### src/sdip_consts.svh
// constants for the serial converter input port
`ifndef SDIP_CONSTS_SVH
`define SDIP_CONSTS_SVH
`define SDIP_WORD_BITS     16
`define SDIP_MIDCODE       16'h0000
`define SDIP_FULL_POS      16'h7FFF
`define SDIP_FULL_NEG      16'h8000
`define SDIP_CNT_RESET     5'h00
`define SDIP_WAIT_NS       100
`define SDIP_GAP_NS        20
`define SDIP_LEAD_NS       20
`define SDIP_CLK_NS        10
`define SDIP_WAIT_CYC      ((`SDIP_WAIT_NS + `SDIP_CLK_NS - 1) / `SDIP_CLK_NS)
`endif

### src/sdip_pkg.sv
// types for the serial converter input port
package sdip_pkg;
  typedef logic signed [15:0] sdip_word_t;
  typedef struct packed {
    logic sel_n;
    logic bit_clk;
    logic data;
    logic force_midcode_n;
  } sdip_pins_t;
  typedef enum logic [1:0] {
    SDIP_IDLE  = 2'b00,
    SDIP_SHIFT = 2'b01,
    SDIP_FULL  = 2'b10,
    SDIP_DONE  = 2'b11
  } sdip_state_t;
endpackage

### src/sdip_port.sv
// serial input port of a 16-bit converter, sampled on ref_clk
// Notes on behaviour
// RQ1: while select is high the serial data pin is never looked at.
// RQ2: while select is high bit clock edges neither shift nor update the latch.
// RQ3: words are only taken while select stays low for the whole transfer.
// RQ4: clear low during the 16th bit clock loads midcode on that clock's falling edge.
// RQ5: clear high during the 16th bit clock loads the shift register on that falling edge.
// RQ6: each word is 16 bits twos complement, most significant bit first.
// RQ7: the host waits at least 100 ns after the 16th falling edge before selecting again.
// RQ8: the host keeps select high at least 20 ns between transfers.
// RQ9: the host waits at least 20 ns from select low to the first rising bit clock.
// RQ10: the host keeps select high at least 100 us after power up.
// RQ11: after select falls each rising bit clock shifts data into a 16-bit register.
// RQ12: after the latch update further bit clocks are ignored until select falls again.
// RQ13: select rising before the update discards the partial word and keeps the latch.
// RQ14: midcode is 0000, full positive scale 7FFF, full negative scale 8000.
// RQ15: at reset the latch holds midcode and the bit counter is cleared.
`timescale 1ns/100ps
`include "sdip_consts.svh"
module sdip_port #(
  parameter int FIFO_DEPTH = 16
) (
  // clock and reset
  input  wire logic                ref_clk,
  input  wire logic                nrst,
  // serial pins from the host
  input  wire sdip_pkg::sdip_pins_t pins,
  // converter latch
  output sdip_pkg::sdip_word_t     dac_latch,
  output logic                     latch_load,
  // stream of latched words
  output logic                     word_valid,
  input  wire logic                word_ready,
  output sdip_pkg::sdip_word_t     word_data,
  output logic                     word_dropped
);
  import sdip_pkg::*;

  // pin pipeline and edge history
  sdip_pins_t  pin_s1, pin_s2;
  sdip_pins_t  next_pin_s1, next_pin_s2;
  logic        clk_prev, sel_prev;
  logic        next_clk_prev, next_sel_prev;
  logic        rise, fall, sel_fall;

  // frame state, datapath and latch
  sdip_state_t state, next_state;
  logic [4:0]  bit_cnt, next_bit_cnt;
  sdip_word_t  shreg, next_shreg, next_latch;
  logic        next_load, clr_at16, next_clr_at16;
  logic        shift_now, cnt_clear, last_bit, load_mid;

  // buffer side
  logic        fifo_in_ready, next_dropped;

  // edge finder used for both bit clock edges and the select edge; the gate
  // term keeps a deselected port blind to every bit clock edge
  function automatic logic edge_seen(input logic now_lvl,
                                     input logic old_lvl,
                                     input logic want_high,
                                     input logic gate_open);
    edge_seen = gate_open && (now_lvl == want_high) && (old_lvl != want_high);
  endfunction

  // synchroniser stages: stage one takes the raw pins, only stage two is decoded;
  // each bit clock phase must last more than one ref_clk period to be seen
  always_comb begin
    next_pin_s1   = pins;
    next_pin_s2   = pin_s1;
    next_clk_prev = pin_s2.bit_clk;
    next_sel_prev = pin_s2.sel_n;
  end

  // two-stage synchroniser on every pin; only stage two is read
  always_ff @(posedge ref_clk or negedge nrst) begin
    if (!nrst) begin
      pin_s1   <= '{sel_n: 1'b1, bit_clk: 1'b0, data: 1'b0, force_midcode_n: 1'b1};
      pin_s2   <= '{sel_n: 1'b1, bit_clk: 1'b0, data: 1'b0, force_midcode_n: 1'b1};
      clk_prev <= 1'b0;
      sel_prev <= 1'b1;
    end else begin
      pin_s1   <= next_pin_s1;
      pin_s2   <= next_pin_s2;
      clk_prev <= next_clk_prev;
      sel_prev <= next_sel_prev;
    end
  end

  // edges are gated by select so a deselected port sees nothing;
  // a rise shifts a bit, a fall may load the latch, a select fall opens a frame
  assign rise     = edge_seen(pin_s2.bit_clk, clk_prev, 1'b1, !pin_s2.sel_n);  // [RQ2]
  assign fall     = edge_seen(pin_s2.bit_clk, clk_prev, 1'b0, !pin_s2.sel_n);  // [RQ2]
  assign sel_fall = edge_seen(pin_s2.sel_n, sel_prev, 1'b0, 1'b1);

  // frame sequencer: shift, wait for the 16th falling edge, then ignore clocks;
  // the load shows three ref_clk edges after the pin edge (two sync, one register)
  always_comb begin
    next_state    = state;
    next_clr_at16 = clr_at16;
    next_load     = 1'b0;
    shift_now     = 1'b0;
    cnt_clear     = 1'b0;
    last_bit      = (bit_cnt == 5'(`SDIP_WORD_BITS - 1));
    if (pin_s2.sel_n) begin
      // deselect drops any partial word, latch untouched
      next_state = SDIP_IDLE;                                       // [RQ13] [RQ1]
      cnt_clear  = 1'b1;
    end else begin
      unique case (state)
        SDIP_IDLE: begin
          if (sel_fall) begin
            next_state = SDIP_SHIFT;                                // [RQ3]
            cnt_clear  = 1'b1;
          end
        end
        SDIP_SHIFT: begin
          if (rise) begin
            shift_now = 1'b1;                                       // [RQ11]
            if (last_bit) begin
              next_state    = SDIP_FULL;
              next_clr_at16 = !pin_s2.force_midcode_n;
            end
          end
        end
        SDIP_FULL: begin
          // clear seen at any time in the 16th clock forces midcode
          if (!pin_s2.force_midcode_n) begin
            next_clr_at16 = 1'b1;
          end
          if (fall) begin
            next_load  = 1'b1;                                      // [RQ4] [RQ5]
            next_state = SDIP_DONE;
          end
        end
        SDIP_DONE: begin
          next_state = SDIP_DONE;                                   // [RQ12]
        end
      endcase
    end
  end

  // frame state registers
  always_ff @(posedge ref_clk or negedge nrst) begin
    if (!nrst) begin
      state      <= SDIP_IDLE;
      latch_load <= 1'b0;
      clr_at16   <= 1'b0;
    end else begin
      state      <= next_state;
      latch_load <= next_load;
      clr_at16   <= next_clr_at16;
    end
  end

  // shift register and bit counter; the word is not cleared at frame start
  // since sixteen shifts replace every bit before it can be loaded
  always_comb begin
    next_shreg   = shreg;
    next_bit_cnt = bit_cnt;
    if (cnt_clear) begin
      next_bit_cnt = `SDIP_CNT_RESET;
    end else if (shift_now) begin
      next_shreg   = {shreg[14:0], pin_s2.data};                   // [RQ11] [RQ6]
      next_bit_cnt = bit_cnt + 5'h01;
    end
  end

  // datapath registers
  always_ff @(posedge ref_clk or negedge nrst) begin
    if (!nrst) begin
      bit_cnt <= `SDIP_CNT_RESET;                                   // [RQ15]
      shreg   <= '0;
    end else begin
      bit_cnt <= next_bit_cnt;
      shreg   <= next_shreg;
    end
  end

  // converter latch: midcode wins over the shifted word whenever clear was seen from the 16th rising edge to the load
  always_comb begin
    load_mid   = clr_at16 || !pin_s2.force_midcode_n;
    next_latch = dac_latch;
    if (next_load) begin
      next_latch = load_mid ? `SDIP_MIDCODE : shreg;               // [RQ4] [RQ5] [RQ14]
    end
  end

  // latch register; it only moves together with latch_load
  always_ff @(posedge ref_clk or negedge nrst) begin
    if (!nrst) begin
      dac_latch <= `SDIP_MIDCODE;                                   // [RQ15]
    end else begin
      dac_latch <= next_latch;
    end
  end

  // overflow flag: a full fifo cannot stall the pin, so the word is counted lost;
  // the flag pulses for one cycle per lost word
  always_comb begin
    next_dropped = latch_load && !fifo_in_ready;
  end

  always_ff @(posedge ref_clk or negedge nrst) begin
    if (!nrst) begin
      word_dropped <= 1'b0;
    end else begin
      word_dropped <= next_dropped;
    end
  end

  // each loaded latch value that finds room in the fifo is also queued for a downstream consumer;
  // only words that really reached the latch enter the queue
  sdip_fifo #(
    .WIDTH (`SDIP_WORD_BITS),
    .DEPTH (FIFO_DEPTH)
  ) u_fifo (
    .ref_clk   (ref_clk),
    .nrst      (nrst),
    .in_valid  (latch_load),
    .in_ready  (fifo_in_ready),
    .in_data   (dac_latch),
    .out_valid (word_valid),
    .out_ready (word_ready),
    .out_data  (word_data)
  );
endmodule // sdip_port

### src/sdip_fifo.sv
// small fifo holding latched words for the consumer
`timescale 1ns/100ps
module sdip_fifo #(
  parameter int WIDTH = 16,
  parameter int DEPTH = 16
) (
  // clock and reset
  input  wire logic             ref_clk,
  input  wire logic             nrst,
  // fill side
  input  wire logic             in_valid,
  output logic                  in_ready,
  input  wire logic [WIDTH-1:0] in_data,
  // drain side
  output logic                  out_valid,
  input  wire logic             out_ready,
  output logic      [WIDTH-1:0] out_data
);
  localparam int AW = $clog2(DEPTH);
  logic [WIDTH-1:0] mem [DEPTH];
  logic [AW:0]      wr_ptr, rd_ptr, next_wr_ptr, next_rd_ptr;
  logic             do_wr, do_rd, next_out_valid;
  logic [WIDTH-1:0] next_out_data;
  logic [AW:0]      used;
  logic [AW+1:0]    held;

  // occupancy counts the registered head word too
  always_comb begin
    used           = wr_ptr - rd_ptr;
    held           = {1'b0, used} + (AW+2)'(out_valid);
    in_ready       = (held < (AW+2)'(DEPTH));
    do_wr          = in_valid && in_ready;
    do_rd          = (used != '0) && (!out_valid || out_ready);
    next_wr_ptr    = do_wr ? wr_ptr + 1'b1 : wr_ptr;
    next_rd_ptr    = do_rd ? rd_ptr + 1'b1 : rd_ptr;
    next_out_valid = do_rd ? 1'b1 : (out_ready ? 1'b0 : out_valid);
    next_out_data  = do_rd ? mem[rd_ptr[AW-1:0]] : out_data;
  end

  // storage has no reset; only pointers and head are controlled
  always_ff @(posedge ref_clk) begin
    if (do_wr) begin
      mem[wr_ptr[AW-1:0]] <= in_data;
    end
  end

  always_ff @(posedge ref_clk or negedge nrst) begin
    if (!nrst) begin
      wr_ptr    <= '0;
      rd_ptr    <= '0;
      out_valid <= 1'b0;
      out_data  <= '0;
    end else begin
      wr_ptr    <= next_wr_ptr;
      rd_ptr    <= next_rd_ptr;
      out_valid <= next_out_valid;
      out_data  <= next_out_data;
    end
  end
endmodule // sdip_fifo

### config.mk
export PLATFORM = sky130hd
export DESIGN_NAME = sdip_port
export DESIGN_NICKNAME = d
export VERILOG_FILES = /design/src/sdip_pkg.sv /design/src/sdip_port.sv /design/src/sdip_fifo.sv
export VERILOG_INCLUDE_DIRS = /design/src
export SDC_FILE = /design/constraint.sdc
export NUM_CORES = 1
export LEC_CHECK = 0
export ABC_AREA = 0
export ABC_CLOCK_PERIOD_IN_PS = 7600
export CAP_MARGIN = 25
export CORE_AREA = 2 2 152 154
export CTS_BUF_LIST = sky130_fd_sc_hd__clkbuf_16
export CTS_CLUSTER_DIAMETER = 60
export DETAILED_ROUTE_END_ITERATION = 12
export DIE_AREA = 0 0 154 156
export DONT_BUFFER_PORTS = 1
export GPL_TIMING_DRIVEN = 0
export PLACE_DENSITY = 0.75
export SLEW_MARGIN = 20
export SYNTH_ARGS = -nofsm -noshare
export SYNTH_HDL_FRONTEND = slang
export SYNTH_SLANG_ARGS = --single-unit
export TNS_END_PERCENT = 1
### constraint.sdc
create_clock -name ref_clk -period 7.6 [get_ports ref_clk]
set_input_delay 1.52 -clock ref_clk [delete_from_list [all_inputs] [get_ports ref_clk]]
set_output_delay 1.52 -clock ref_clk [all_outputs]
set_load 0.02 [all_outputs]
==> reports/results.ini <==
[timing]
relSlewSlack_pct = 33.01
setup_slack_ps = 3316
hold_viol_final = 0
period_share_pct = 56.37
period_needed_ps = 4284
setup_viol = 0
tightest_slew_ps = 1005
rsz0062_at_grt = false
report.final.slew_viol_count = 0
skew_ps = 15.27
hold_slack_ps = 353.9
setup_tns_ps = 0
fmax_mhz = 233.4

[detailed_routing]
wirelength_um = 26530
dr.pass1.iters = 7
avgViaCountPerCell = 6.158
wire_per_inst_um = 23.97
detail-route-antenna-nets = 0
vias = 6817
dr.first_iter.drc_count = 670
drc = 0

[critical_path]
cp_max_fo = 16
crit_required_ps = 7720
path_buf_inv = 5
crit_arrival_ps = 4400
r2r-start = u_fifo.rd_ptr[2]
rr_worst_depth = 11
crit_type = reg2reg
cpMaxStageDelayCell = and3_1
path_delay_family = simple AND/OR/NAND/NOR gates
critical-path-max-stage-delay_ps = 850
ff2ff_setup_slack_ps = 3320
worst_setup_path_start_kind = register
end_kind = register
r2r-end = u_fifo.mem[8][11]
crit_chain = buf_4 -> buf_12 -> inv_1 -> clkbuf_1 -> ha_1 -> a21oi_1 -> and3b_1 -> nor3_2 -> nor3b_4 -> buf_2 -> and3_1

[grt]
grt_pass1_wl_um = 40580
met3_usage_pct = 4.333
use_met1_pct = 29.95
grt.busiest_layer = met2
overflow = 0
grt_max_degree = 80
met2_usage_pct = 39.68
grt_pass1_vias = 6981
antenna_found_initial = 0
grt_use_total_pct = 22.75

[logic_synthesis]
synthArstFlopShare_pct = 23.58
syn_inst = 755
ys_types = 51
yosysTopAreaCell = edfxtp_1
yosysMostFrequentCell = edfxtp_1
yosys.area.top_type_share_pct = 57.85
syn-cell-area_um2 = 13290
syn_nets = 774
ys_seq_elements = 335
synth_edf_count = 256
syn_avg_cell_area_um2 = 17.60
synthTopCellsByArea = edfxtp_1 (58%), dfrtp_1 (14%), mux4_2 (8.1%)
synth_ff_type = edfxtp_1
yosys_warnings = 0
synthTopCellsByCount = edfxtp_1 (256), nand2_1 (150), dfrtp_1 (74), mux4_2 (48), and3_1 (35)
ys_seq_area_share_pct = 72.78

[cts]
tritoncts = yes
cts_hold_buf = 0
postCtsSetupBuffers = 0
cts_buffers = 35
cts_resized = 0
clk_latency_ps = 510
clockBufferDepth = 3
cts_sinks = 335
clkSlewWorstSetupHoldPaths_ps = 60
htreeDepth = 2
clockRootBuffer = clkbuf_16

[finish]
nets = 815
drive_above_1_share_pct = 18.13
antennaDiodeCount = 0
area_delta_synth_final_pct = 12.00

[hold_path]
worstHoldStart = next_pin_s2[1]
min_path_cells = 0
hold_end = pin_s2[1]
hold_class = reg2reg

[floorplan]
start_util_pct = 59.41
dieArea_um2 = 24020
io_pins = 42
rows = 55
core_region_area_um2 = 22370
die_width_um = 154
die_h_um = 156

[placement]
gp_congestion = 0.7908
dp_hpwl_um = 16620
place_ws_ps = 3367
portBuffers = 0

[pwr]
peakVddDrop_mv = 0.1851
p_leak_nw = 4.934
p_per_area_nw_per_um2 = 247.8

[job]
drv_cap = 0

[status]
status = finished clean

-- registers in the layout, summed over array words and instances, names as in the netlist --
| name | cells |
|---|---|
| dac_latch | 16 |
| u_fifo.wr_ptr | 5 |
| next_clk_prev | 1 |
| u_fifo.mem | 256 |
| sel_prev | 1 |
| clr_at16 | 1 |
| latch_load | 1 |
| word_dropped | 1 |
| u_fifo.rd_ptr | 5 |
| clk_prev | 1 |
| u_fifo.out_valid | 1 |
| next_sel_prev | 1 |
| bit_cnt | 5 |
| pin_s2 | 2 |
| next_pin_s2 | 4 |
| u_fifo.out_data | 16 |
| shreg | 16 |
| state | 2 |
-- worst max-delay path by stage --
| stage | start | slack, ps | cells past startpoint | to |
|---|---|---|---|---|
| finish | u_fifo.rd_ptr[2] | 3320 | 11 | u_fifo.mem[8][11] |
| global route | u_fifo.rd_ptr[2] | 3100 | 11 | u_fifo.mem[8][9] |
| CTS | u_fifo.rd_ptr[2] | 3360 | 11 | u_fifo.mem[11][7] |
| detailed placement | u_fifo.rd_ptr[2] | 3370 | 11 | u_fifo.mem[11][7] |
| global placement | u_fifo.rd_ptr[2] | 2860 | 9 | u_fifo.mem[15][9] |
| floorplan | u_fifo.rd_ptr[2] | 4230 | 9 | u_fifo.mem[15][0] |
-- final cells by class --
| type | instances | area (µm²) |
|---|---|---|
| Buffer | 35 | 294.0 |
| Clock buffer | 37 | 925.9 |
| Clock inverter | 26 | 246.5 |
| Fill cell | 1384 | 7483 |
| Inverter | 10 | 37.54 |
| Multi-Input combinational cell | 375 | 3294 |
| Sequential cell | 335 | 9671 |
| Tap cell | 285 | 356.6 |
| Timing Repair Buffer | 4 | 56.30 |
-- report_power, final --
| part | switching, mW | internal [mW] |
|---|---|---|
| Clock | 0.664 | 1.05 |
| Combinational | 0.00641 | 0.00369 |
| Sequential | 0.00602 | 1.96 |
| Total | 0.677 | 3.01 |
-- metal layers --
metal  vias up  routed length [µm]  part of all wire (%)
li1       2977                   -                     -
met1      3550               10470                    39
met2       250               13770                    52
met3        40                1803                   6.8
met4         0                 483                   1.8
met5         -                   0                     0
-- cell usage in the layout, fill, tap and decap left out, drive strengths merged, types with 2 or more instances in the layout --
master      n
mux4       64
inv        15
clkinvlp    2
nor2        5
dfstp       5
nand4b      2
and3       35
clkinv     14
mux2       18
nand3      21
nand2b      3
nor2b       3
o21ai       6
nor3b       2
bufinv      5
edfxtp    256
a31oi      16
a21oi       8
buf        23
dfrtp      74
nand3b      2
clkbuf     52
xor2        6
nor3        4
xnor2       5
nand2     151
ha         11
-- cells by family after synthesis --
| logic type | share of synthesized area [%] |
|---|---|
| flip-flops | 72.78 |
| AND/OR/NAND/NOR | 8.230 |
| multiplexers | 12.82 |
| buffers and inverters | 2.495 |
| AO/OA/AOI/OAI | 1.761 |
| adder cells (fa/ha/maj) | 1.186 |
| XOR/XNOR | 0.7250 |
-- stage by stage --
| step | power (mW) | util [%] | area, µm² | instances |
|---|---|---|---|---|
| 2_1_floorplan | 2.008 | - | 13290 | 755 |
| 6_report | 3.688 | 66.54 | 14880 | 1107 |
| 3_5_place_dp | 2.012 | 61.16 | 13680 | 1042 |
| 5_1_grt | 3.788 | 66.54 | 14880 | 1107 |
| 3_3_place_gp | 2.011 | 61.01 | 13640 | 1040 |
| 4_1_cts | 3.710 | 66.41 | 14850 | 1105 |
(Power assumes the default switching activity.)
